===== config.mk =====
export PLATFORM = sky130hd
export DESIGN_NAME = pata_chan
export DESIGN_NICKNAME = d
export VERILOG_FILES = /design/src/pata_pkg.sv /design/src/pata_fifo.sv /design/src/pata_chan.sv
export SDC_FILE = /design/constraint.sdc
export NUM_CORES = 1
export LEC_CHECK = 0
export BUFFER_PORTS_ARGS = -buffer_cell sky130_fd_sc_hd__clkbuf_2
export CAP_MARGIN = 20
export CORE_MARGIN = 2
export CORE_UTILIZATION = 59
export DETAILED_ROUTE_END_ITERATION = 8
export HOLD_SLACK_MARGIN = 0.03
export PLACE_DENSITY_LB_ADDON = 0.05
export SETUP_SLACK_MARGIN = 0.1
export SYNTH_ARGS = -nofsm -noshare
export SYNTH_HDL_FRONTEND = slang
export SYNTH_SLANG_ARGS = --single-unit

===== constraint.sdc =====
create_clock -name clk_sys -period 3.8 [get_ports clk_sys]
set_clock_uncertainty 0.2 [all_clocks]
set_input_delay 0.76 -clock clk_sys [delete_from_list [all_inputs] [get_ports clk_sys]]
set_output_delay 0.76 -clock clk_sys [all_outputs]
set_load 0.02 [all_outputs]

===== src/pata_pkg.sv =====
package pata_pkg;
  // ==========================================================
  // host-side request kinds
  localparam logic [1:0] REQ_CMD_BLK = 2'h0;
  localparam logic [1:0] REQ_CTRL_BLK = 2'h1;
  localparam logic [1:0] REQ_DMA = 2'h2;
  // ==========================================================
  // strobe timing in ns and derived cycles at 50 MHz
  localparam int CLK_PERIOD_NS = 20;
  localparam int SETUP_NS = 70;
  localparam int STROBE_NS = 165;
  localparam int RECOVER_NS = 30;
  localparam int SETUP_CYC = (SETUP_NS + CLK_PERIOD_NS - 1) / CLK_PERIOD_NS;
  localparam int STROBE_CYC =
    (STROBE_NS + CLK_PERIOD_NS - 1) / CLK_PERIOD_NS;
  localparam int RECOVER_CYC =
    (RECOVER_NS + CLK_PERIOD_NS - 1) / CLK_PERIOD_NS;
  localparam int CNT_W = 4;
  // ==========================================================
  // widths and reset values
  localparam int DATA_W = 16;
  localparam int ADDR_W = 3;
  localparam int FIFO_DEPTH = 4;
  localparam logic SEL_IDLE = 1'h1;
  localparam logic [ADDR_W-1:0] ADDR_RST = 3'h0;
  localparam logic [DATA_W-1:0] DATA_RST = 16'h0000;
  typedef enum logic [2:0] {
    PATA_IDLE, PATA_SETUP, PATA_STROBE, PATA_RECOVER, PATA_PUSH
  } pata_state_e;
endpackage


===== src/pata_fifo.sv =====
`timescale 1ns/1ns
module pata_fifo #(
  parameter int WIDTH = 16,
  parameter int DEPTH = 4
) (
  // clock and reset
  input wire logic clk_sys,
  input wire logic rstn,
  // fill side
  input wire logic in_valid,
  output logic in_ready,
  input wire logic [WIDTH-1:0] in_data,
  // drain side
  output logic out_valid,
  input wire logic out_ready,
  output logic [WIDTH-1:0] out_data
);
  localparam int AW = $clog2(DEPTH);
  logic [WIDTH-1:0] mem_r [DEPTH];
  logic [AW-1:0] wp_r, wp_nxt, rp_r, rp_nxt;
  logic [AW:0] cnt_r, cnt_nxt;
  logic wr, rd;

  always_comb begin
    wr = in_valid && in_ready;
    rd = out_valid && out_ready;
    wp_nxt = wr ? wp_r + 1'b1 : wp_r;
    rp_nxt = rd ? rp_r + 1'b1 : rp_r;
    cnt_nxt = cnt_r + (AW+1)'(wr) - (AW+1)'(rd);
  end

  assign in_ready = (cnt_r != (AW+1)'(DEPTH));
  assign out_valid = (cnt_r != '0);
  assign out_data = mem_r[rp_r];

  always_ff @(posedge clk_sys or negedge rstn) begin
    if (!rstn) begin
      wp_r <= '0;
      rp_r <= '0;
      cnt_r <= '0;
    end else begin
      wp_r <= wp_nxt;
      rp_r <= rp_nxt;
      cnt_r <= cnt_nxt;
    end
  end

  always_ff @(posedge clk_sys) begin
    if (wr) begin
      mem_r[wp_r] <= in_data;
    end
  end
endmodule


===== src/pata_chan.sv =====
`timescale 1ns/1ns
// Behaviour
// - ctrl_block_select_n goes low only for control-block (3F0-3F7) cycles.
// - both selects and the dma ack sit high in and after reset and in suspend.
// - disk_data is driven by this end only while it writes, else released.
// - disk_dma_ack_n low marks a strobe cycle as a dma data cycle.
// - dma request and ack are serviced only by the bus-master engine port.
// - in master/slave mode the pins serve the master connector, else primary.
// - cmd_block_select_n goes low only for command-block (1F0-1F7) cycles.
// - read data is captured when the read strobe is negated.
module pata_chan (
  // clock and reset
  input wire logic clk_sys,
  input wire logic rstn,
  // mode
  input wire logic suspend,
  input wire logic master_slave_mode,
  input wire logic dma_armed,
  input wire logic dma_dir_write,
  // register access request
  input wire logic pio_req,
  input wire logic pio_ctrl_blk,
  input wire logic pio_write,
  input wire logic [2:0] pio_addr,
  input wire logic [15:0] pio_wdata,
  output logic pio_busy,
  // dma write data from bus-master engine
  input wire logic [15:0] dma_wdata,
  output logic dma_wtake,
  // read data stream to engine
  output logic rd_valid,
  input wire logic rd_ready,
  output logic [15:0] rd_data,
  output logic rd_is_dma,
  // disk pins
  output logic ctrl_block_select_n,
  output logic cmd_block_select_n,
  output logic disk_dma_ack_n,
  input wire logic disk_dma_req,
  output logic [2:0] disk_reg_addr,
  output logic io_read_strobe_n,
  output logic io_write_strobe_n,
  input wire logic [15:0] disk_data_in,
  output logic [15:0] disk_data_out,
  output logic [15:0] disk_data_oe,
  output logic port_serves_master
);
  // ==========================================================
  // input synchronisers
  logic [1:0] req_sync_r;
  logic [15:0] din_s1_r, din_s2_r;
  logic susp_s1_r, susp_s2_r;
  always_ff @(posedge clk_sys or negedge rstn) begin
    if (!rstn) begin
      req_sync_r <= 2'h0;
      din_s1_r <= pata_pkg::DATA_RST;
      din_s2_r <= pata_pkg::DATA_RST;
      susp_s1_r <= 1'h0;
      susp_s2_r <= 1'h0;
    end else begin
      req_sync_r <= {req_sync_r[0], disk_dma_req};
      din_s1_r <= disk_data_in;
      din_s2_r <= din_s1_r;
      susp_s1_r <= suspend;
      susp_s2_r <= susp_s1_r;
    end
  end
  logic dreq;
  assign dreq = req_sync_r[1];

  // ==========================================================
  // read stream buffer
  logic dma_r, dma_nxt, wr_r, wr_nxt, ctl_r, ctl_nxt;
  logic [15:0] wd_r, wd_nxt, cap_r, cap_nxt;
  logic f_in_valid, f_in_ready;
  logic [16:0] f_out;
  logic f_out_valid;
  pata_fifo #(.WIDTH(17), .DEPTH(pata_pkg::FIFO_DEPTH)) u_fifo (
    .clk_sys(clk_sys),
    .rstn(rstn),
    .in_valid(f_in_valid),
    .in_ready(f_in_ready),
    .in_data({dma_r, cap_r}),
    .out_valid(f_out_valid),
    .out_ready(rd_ready || !rd_valid),
    .out_data(f_out)
  );

  // ==========================================================
  // cycle sequencer
  pata_pkg::pata_state_e st_r, st_nxt;
  logic [pata_pkg::CNT_W-1:0] cnt_r, cnt_nxt;
  logic [2:0] addr_r, addr_nxt;
  logic take_nxt;

  always_comb begin
    st_nxt = st_r;
    cnt_nxt = cnt_r;
    dma_nxt = dma_r;
    wr_nxt = wr_r;
    ctl_nxt = ctl_r;
    addr_nxt = addr_r;
    wd_nxt = wd_r;
    cap_nxt = cap_r;
    take_nxt = 1'b0;
    f_in_valid = 1'b0;
    case (st_r)
      pata_pkg::PATA_IDLE: begin
        if (susp_s2_r) begin
          st_nxt = pata_pkg::PATA_IDLE;
        end else if (dreq && dma_armed) begin
          dma_nxt = 1'b1;
          wr_nxt = dma_dir_write;
          wd_nxt = dma_wdata;
          take_nxt = dma_dir_write;
          cnt_nxt = pata_pkg::CNT_W'(pata_pkg::SETUP_CYC);
          st_nxt = pata_pkg::PATA_SETUP;
        end else if (pio_req) begin
          dma_nxt = 1'b0;
          wr_nxt = pio_write;
          ctl_nxt = pio_ctrl_blk;
          addr_nxt = pio_addr;
          wd_nxt = pio_wdata;
          cnt_nxt = pata_pkg::CNT_W'(pata_pkg::SETUP_CYC);
          st_nxt = pata_pkg::PATA_SETUP;
        end
      end
      pata_pkg::PATA_SETUP: begin
        cnt_nxt = cnt_r - 1'b1;
        if (cnt_r == 4'h1) begin
          cnt_nxt = pata_pkg::CNT_W'(pata_pkg::STROBE_CYC);
          st_nxt = pata_pkg::PATA_STROBE;
        end
      end
      pata_pkg::PATA_STROBE: begin
        cnt_nxt = cnt_r - 1'b1;
        if (cnt_r == 4'h1) begin
          if (!wr_r) begin
            cap_nxt = din_s2_r;
          end
          cnt_nxt = pata_pkg::CNT_W'(pata_pkg::RECOVER_CYC);
          st_nxt = pata_pkg::PATA_RECOVER;
        end
      end
      pata_pkg::PATA_RECOVER: begin
        cnt_nxt = cnt_r - 1'b1;
        if (cnt_r == 4'h1) begin
          st_nxt = wr_r ? pata_pkg::PATA_IDLE : pata_pkg::PATA_PUSH;
        end
      end
      pata_pkg::PATA_PUSH: begin
        f_in_valid = 1'b1;
        if (f_in_ready) begin
          st_nxt = pata_pkg::PATA_IDLE;
        end
      end
      default: st_nxt = pata_pkg::PATA_IDLE;
    endcase
  end

  always_ff @(posedge clk_sys or negedge rstn) begin
    if (!rstn) begin
      st_r <= pata_pkg::PATA_IDLE;
      cnt_r <= '0;
      dma_r <= 1'b0;
      wr_r <= 1'b0;
      ctl_r <= 1'b0;
      addr_r <= pata_pkg::ADDR_RST;
      wd_r <= pata_pkg::DATA_RST;
      cap_r <= pata_pkg::DATA_RST;
      dma_wtake <= 1'b0;
    end else begin
      st_r <= st_nxt;
      cnt_r <= cnt_nxt;
      dma_r <= dma_nxt;
      wr_r <= wr_nxt;
      ctl_r <= ctl_nxt;
      addr_r <= addr_nxt;
      wd_r <= wd_nxt;
      cap_r <= cap_nxt;
      dma_wtake <= take_nxt;
    end
  end

  // ==========================================================
  // registered pin drivers
  logic act, stb;
  always_comb begin
    // suspend parks every select and strobe high, even mid-cycle
    act = !susp_s2_r && ((st_nxt == pata_pkg::PATA_SETUP) ||
          (st_nxt == pata_pkg::PATA_STROBE) ||
          (st_nxt == pata_pkg::PATA_RECOVER));
    stb = !susp_s2_r && (st_nxt == pata_pkg::PATA_STROBE);
  end

  always_ff @(posedge clk_sys or negedge rstn) begin
    if (!rstn) begin
      ctrl_block_select_n <= pata_pkg::SEL_IDLE;
      cmd_block_select_n <= pata_pkg::SEL_IDLE;
      disk_dma_ack_n <= pata_pkg::SEL_IDLE;
      io_read_strobe_n <= pata_pkg::SEL_IDLE;
      io_write_strobe_n <= pata_pkg::SEL_IDLE;
      disk_reg_addr <= pata_pkg::ADDR_RST;
      disk_data_out <= pata_pkg::DATA_RST;
      disk_data_oe <= 16'h0000;
      pio_busy <= 1'b0;
      port_serves_master <= 1'b0;
      rd_valid <= 1'b0;
      rd_data <= pata_pkg::DATA_RST;
      rd_is_dma <= 1'b0;
    end else begin
      ctrl_block_select_n <= !(act && !dma_nxt && ctl_nxt);
      cmd_block_select_n <= !(act && !dma_nxt && !ctl_nxt);
      disk_dma_ack_n <= !(act && dma_nxt);
      io_read_strobe_n <= !(stb && !wr_nxt);
      io_write_strobe_n <= !(stb && wr_nxt);
      disk_reg_addr <= addr_nxt;
      disk_data_out <= wd_nxt;
      disk_data_oe <= {16{act && wr_nxt}};
      pio_busy <= (st_nxt != pata_pkg::PATA_IDLE);
      port_serves_master <= master_slave_mode;
      if (rd_ready || !rd_valid) begin
        rd_valid <= f_out_valid;
        rd_data <= f_out[15:0];
        rd_is_dma <= f_out[16];
      end
    end
  end
endmodule


== After elaboration in Yosys (flattened, before gate mapping) ==
Memory sizes are Yosys's and may differ from the RTL's. A register that Yosys moved wholly into a read port is not among the register bits.
Index checks and enable logic that the tools add are counted.

* Memories kept: 1
* RAM bits: 68
* Bits of input ports: 62
* Output and inout port bits: 61
* Word-level logic and storage cells: 116
* Register bits after elaboration: 98

* Equal/unequal tests: 11
* Add/subtract/negate cells: 5
* Bitwise operators: 3
* Reduce and logical (&&, ||, !) cells: 35
* Muxes and demuxes: 35

{| class="wikitable"
|+ Memories
! memory !! depth !! bits a word !! rd ports !! clocked after Yosys merged registers in !! wr ports !! RTL line !! RTL
|-
| u_fifo.mem_r || 4 || 17 || 1 || 1 || 1 || pata_fifo.sv:19 || <nowiki>logic [WIDTH-1:0] mem_r [DEPTH];</nowiki>
|}

{| class="wikitable"
|+ Operator list
! kind !! number
|-
| 16-bit 2-to-1 mux || 2
|-
| 3-bit 2-to-1 mux || 8
|-
| 4-bit 2-to-1 mux || 5
|-
| 1-bit 2-to-1 mux || 18
|-
| 4-bit one-hot mux with 4 select lines || 1
|-
| 3-bit one-hot mux with 5 select lines || 1
|-
| 3-bit by 2-bit == test with 1-bit output, second input constant || 4
|-
| 1-bit logical AND || 12
|-
| 1-bit zero test || 11
|-
| 3-bit AND reduction || 3
|-
| 3-bit by 1-bit == test with 1-bit output, second input constant || 2
|-
| 3-bit inequality test, second input constant || 2
|-
| 3-bit nonzero test || 2
|-
| 2-bit by 1-bit adder with 2-bit output, second input constant || 2
|-
| 4-bit by 1-bit == test with 1-bit output, second input constant || 1
|-
| 4-bit AND reduction || 1
|-
| 4-bit nonzero test || 1
|-
| 4-bit by 1-bit subtractor with 4-bit output, second input constant || 1
|-
| 3-bit by 1-bit adder with 3-bit output || 1
|-
| 3-bit == test, second input constant || 1
|-
| 3-bit zero test || 1
|-
| 1-bit logical OR || 3
|-
| 1-bit NOT || 3
|-
| 3-bit by 1-bit subtractor with 3-bit output || 1
|-
| other kinds (2) || 2
|}

== Depth between registers and ports, before layout ==
* Word-level depth: 11
* Mapped depth: 10
* Gate-level depth less buffers: 9

== Modules after synthesis ==
From an unflattened synthesis, not the netlist that was laid out.

* Cells, all modules: 422
* Area, all modules: 7088.0 um^2

{| class="wikitable"
|+ Modules (own cells, without submodules)
! module !! sequential area each (um^2) !! area an instance (um^2) !! cells each !! instances
|-
| pata_chan || 2708.8 || 4122.7 || 292 || 1
|-
| pata_fifo || 2217.1 || 2965.3 || 130 || 1
|}

== Worst setup path after synthesis ==
No wires, ideal clock.

* Path type: input to register
* Start: input rd_ready
* End: register u_fifo.cnt_r[2]
* Stages on the path: 10
* Data arrival time: 2.471 ns
* Data required time: 3.476 ns
* Path slack: 1.005 ns
* Path buffers: 1
* Cell sequence: nand2b_1 clkbuf_1 o31a_1 ha_1 inv_1 ha_1 inv_1 fa_1 xnor2_1 xnor2_1

* Longest elaborated chain between the ends: 3

{| class="wikitable"
|+ Ends and longest elaborated chain
! item !! RTL line !! RTL
|-
| start, declared || pata_chan.sv:32 || <nowiki>input wire logic rd_ready,</nowiki>
|-
| 1-bit logical OR || pata_chan.sv:85 || <nowiki>.out_ready(rd_ready || !rd_valid),</nowiki>
|-
| 1-bit logical AND || pata_fifo.sv:26 || <nowiki>rd = out_valid && out_ready;</nowiki>
|-
| net u_fifo.rd || pata_fifo.sv:22 || <nowiki>logic wr, rd;</nowiki>
|-
| 3-bit by 1-bit subtractor with 3-bit output || pata_fifo.sv:29 || <nowiki>cnt_nxt = cnt_r + (AW+1)'(wr) - (AW+1)'(rd);</nowiki>
|-
| net u_fifo.cnt_nxt[2] || pata_fifo.sv:21 || <nowiki>logic [AW:0] cnt_r, cnt_nxt;</nowiki>
|-
| end signal, assigned || pata_fifo.sv:44 || <nowiki>cnt_r <= cnt_nxt;</nowiki>
|-
| end, declared || pata_fifo.sv:21 ||
|}

The timed path passes the listed nets, and every way through them passes these cells.
A chain may end at the register's enable or synchronous reset.

== Final worst setup path ==
* Start: register st_r[0]
* End: memory u_fifo.mem_r[0][1], enable pin

* Longest elaborated chain between the ends: 5

{| class="wikitable"
|+ Ends and longest elaborated chain
! item !! RTL line !! RTL
|-
| start, declared || pata_chan.sv:91 || <nowiki>pata_pkg::pata_state_e st_r, st_nxt;</nowiki>
|-
| start signal, assigned || pata_chan.sv:163 || <nowiki>st_r <= pata_pkg::PATA_IDLE;</nowiki>
|-
| start signal, assigned || pata_chan.sv:173 || <nowiki>st_r <= st_nxt;</nowiki>
|-
| 3-bit == test || pata_chan.sv:107 || <nowiki>case (st_r)</nowiki>
|-
| 1-bit 2-to-1 mux || pata_chan.sv:107 ||
|-
| 1-bit logical AND || pata_fifo.sv:25 || <nowiki>wr = in_valid && in_ready;</nowiki>
|-
| net u_fifo.wr || pata_fifo.sv:22 ||
|-
| 1-bit 2-to-1 mux || pata_fifo.sv:49 || <nowiki>if (wr) begin</nowiki>
|-
| 1-bit 2-to-1 mux (not written as such) || pata_fifo.sv:50 || <nowiki>mem_r[wp_r] <= in_data;</nowiki>
|-
| end, declared || pata_fifo.sv:19 ||
|}

The timed path passes the listed nets, and every way through them passes these cells.

==> reports/qor.csv <==
stage,metric,value,unit
sta,tns,0,ns
floorplan,chipWidth,111.9,um
yosys,synth_top_cell_by_area,dfrtp_1,
yosys,synth.distinct_cells,45,
power,combPwrFrac,25.3,%
layout,drive_above_1_share,40.30,%
critical_path,critPathKind,flop to flop,
sta,fmaxAchievable,372.6,MHz
sta,period_needed,2.684,ns
yosys,yosys.area.top_type_share,40.07,%
floorplan,pin_count,123,
grt,grt_overflow,0,
yosys,synth_cells,411,
power,sw_frac_of_total,30.11,%
floorplan,start_util,60.42,%
power,switchingPower,1915,uW
route,ant_nets,0,
yosys,yosys_warnings,0,
power,seq_power_share,46.4,%
floorplan,chipHeight,111.9,um
sta,finalSetupViolCount,0,
critical_path,critPathCaptureType,flop,
layout,nFillCells,737,
power,power_leakage,0.003596,uW
clocking,cts_max_path_buffers,2,
floorplan,fp.coreArea,11370,um2
floorplan,die_area,12520,um2
yosys,synth_area_per_cell,16.71,um2
power,internal-power,4444,uW
critical_path,crit_path_end,u_fifo.mem_r[0][1],
critical_path,crit_fanout,17,
critical_path,reg2reg_setup_slack,1.12,ns
critical_path,critPathLaunch,st_r[0],
run_status,outcome,"finished, final reports clean",
critical_path,r2r_cells,4,
critical_path,regToRegEndpoint,u_fifo.mem_r[0][1],
critical_path,start_kind,flop,
power,p_per_area,780.2,nW/um2
grt,first_global_vias,3575,
yosys,seq_area_frac_synth,71.71,%
clocking,ctsHoldBuffers,0,
sta,worstMarginPinSlew,0.8993,ns
sta,post-route-period-util,70.63,%
sta,maxSlewHeadroom,40.05,%
sta,slew_violations,0,
place,portBuffers,122,
route,drc,0,
clocking,clkTransAtPathRegs,0.06,ns
place,dp_hpwl,7.036,mm
critical_path,worstReg2RegStart,st_r[0],
flow_run,drv_cap,0,
route,viasPerCell,5.294,
clocking,post_cts_resized,0,
power,irDropWorstVdd,0.5839,mV
grt,antenna_found_initial,0,
yosys,synth_nets,482,
critical_path,crit_required,3.64,ns
yosys,syn_area,6869,um2
place,globalplace.congestion,0.8275,
clocking,cts_tree,yes,
power,power.total,6359,uW
layout,area_growth,18.65,%
grt,grt_use_total,19.03,%
grt,grt_max_degree,70,
layout,final_nets,599,
sta,rsz0062_at_grt,false,
route,drt_pass1_iterations,4,
layout,fin_area,8150,um2
clocking,cts-htree-levels,4,
critical_path,arrival,2.53,ns
grt,grt_pass1_wl,18.03,mm
sta,hold_viol,0,
route,via_count,3621,
layout,antennaDiodeCount,0,
yosys,ys_ff_latch,183,
route,postRouteWirelength,10.99,mm
place,placed_area,7533,um2
route,drt_iter0_markers,214,
clocking,cts_setup_buffers,0,
clocking,root_buffer,clkbuf_16,
clocking,insertion_delay,0.42,ns
power,power.share.clock,28.3,%
clocking,cts.sinks,183,
yosys,synth_area_leaders,"dfrtp_1, edfxtp_1, mux2_2",
clocking,cts_made_buffers,17,
route,wl_per_cell,16.06,um
hold_path,hp-class,primary input to asynchronous set/reset pin,
floorplan,num_rows,39,
layer usage:
layer  vias up  GRT usage, %  share of wire, %
li1       1712             -                 -
met1      1783         27.10                46
met2       111         28.73                47
met3        15         5.553               5.5
met4         0         6.584               1.3
met5         -             0                 0
layout make-up:
cell class	instances	area [um2]	area share, %
inverters	13	48.80	0.5987
multi-input cells	185	1709	20.97
clock inverters	9	148.9	1.827
flip-flops and latches	183	4926	60.44
clock buffers	23	467.9	5.741
repair buffers	128	670.6	8.228
well taps	143	178.9	2.195
logic make-up after synthesis:
group	after synthesis	share of synthesized area (%)
adders and majority gates	10	1.894
DFF	183	71.71
and+or+nand+nor	57	4.408
xor gates and xnor gates	6	0.7650
muxes	71	14.13
buffers and inverters	43	3.406
AOI/OAI and AO/OA	41	3.680
cells in the mapped netlist, drive strengths merged:
cell and instances:
and3 2, dfrtp 110, a31oi 1, and4bb 1
a21oi 5, a31o 1, inv 13, o311ai 1
nand2 27, xor2 1, nand3b 3, or4 1
dfstp 5, nand4 1, o2bb2ai 3, edfxtp 68
nand3 3, o21ai 21, o22ai 1, fa 1
nor3b 1, mux2i 16, a22oi 1, nor4 1
buf 22, a22o 1, a2bb2oi 1, xnor2 5
or3b 1, maj3 1, nor3 2, mux4 17
and2 6, nand2b 2, o31a 1, clkbuf 8
o31ai 3, mux2 38, o311a 1, ha 8
nor2 5, nor4b 1
worst min-delay path by stage:
stage | endpoint | startpoint
floorplan | din_s2_r[0] | din_s1_r[0]
global placement | din_s2_r[5] | din_s1_r[5]
detailed placement | din_s2_r[2] | din_s1_r[2]
CTS | din_s2_r[14] | din_s1_r[14]
global route | din_s2_r[2] | din_s1_r[2]
finish | din_s2_r[14] | rstn
power groups by stage:
stage                     sequential [uW]  combinational (uW)  clock (uW)
after global routing                 3030                1760        1920
after CTS                            2960                1640        1840
after global placement               2960                1590           0
final                                2950                1610        1800
after detailed placement             2990                1620           0
after floorplan                      3110                1010           0
placed cells by master, fill, tap and decap left out, drive strengths merged, types with 4 or more instances in the layout:
cell type,synthesis,layout
a21oi,5,5
and2,6,6
buf,22,7
bufinv,0,4
clkbuf,8,144
clkinv,0,4
dfrtp,110,110
dfstp,5,5
edfxtp,68,68
ha,8,8
inv,13,13
mux2,38,38
mux2i,16,16
mux4,17,17
nand2,27,27
nor2,5,5
o21ai,21,21
xnor2,5,5
sequential cells by signal (all words and copies together) (netlist names), 2 cells and up:
register	count
cap_r	16
cnt_r	4
din_s1_r	16
din_s2_r	16
disk_data_out	16
disk_reg_addr	3
rd_data	16
req_sync_r	2
st_r	3
u_fifo.cnt_r	3
u_fifo.mem_r	68
u_fifo.rp_r	2
u_fifo.wp_r	2
worst max-delay path, cell delays in order (launching register included):
cell and delay [ns]:
dfrtp_1 0.51, nor2_1 0.30, nand2_1 0.09, a21oi_1 0.41, and2_1 0.80
stage by stage:
step           cells  util [%]  setup WS (ns)  hold slack (ns)
4_1_cts          684     71.68          1.091           0.1487
3_5_place_dp     652     66.26          1.116           0.1347
3_3_place_gp     652     66.26          1.186           0.1317
6_report         684     71.68          1.116           0.1461
5_1_grt          684     71.68         0.9237           0.1540
2_1_floorplan    411         -          1.005           0.1312
Power figures use the tool's default switching activity.
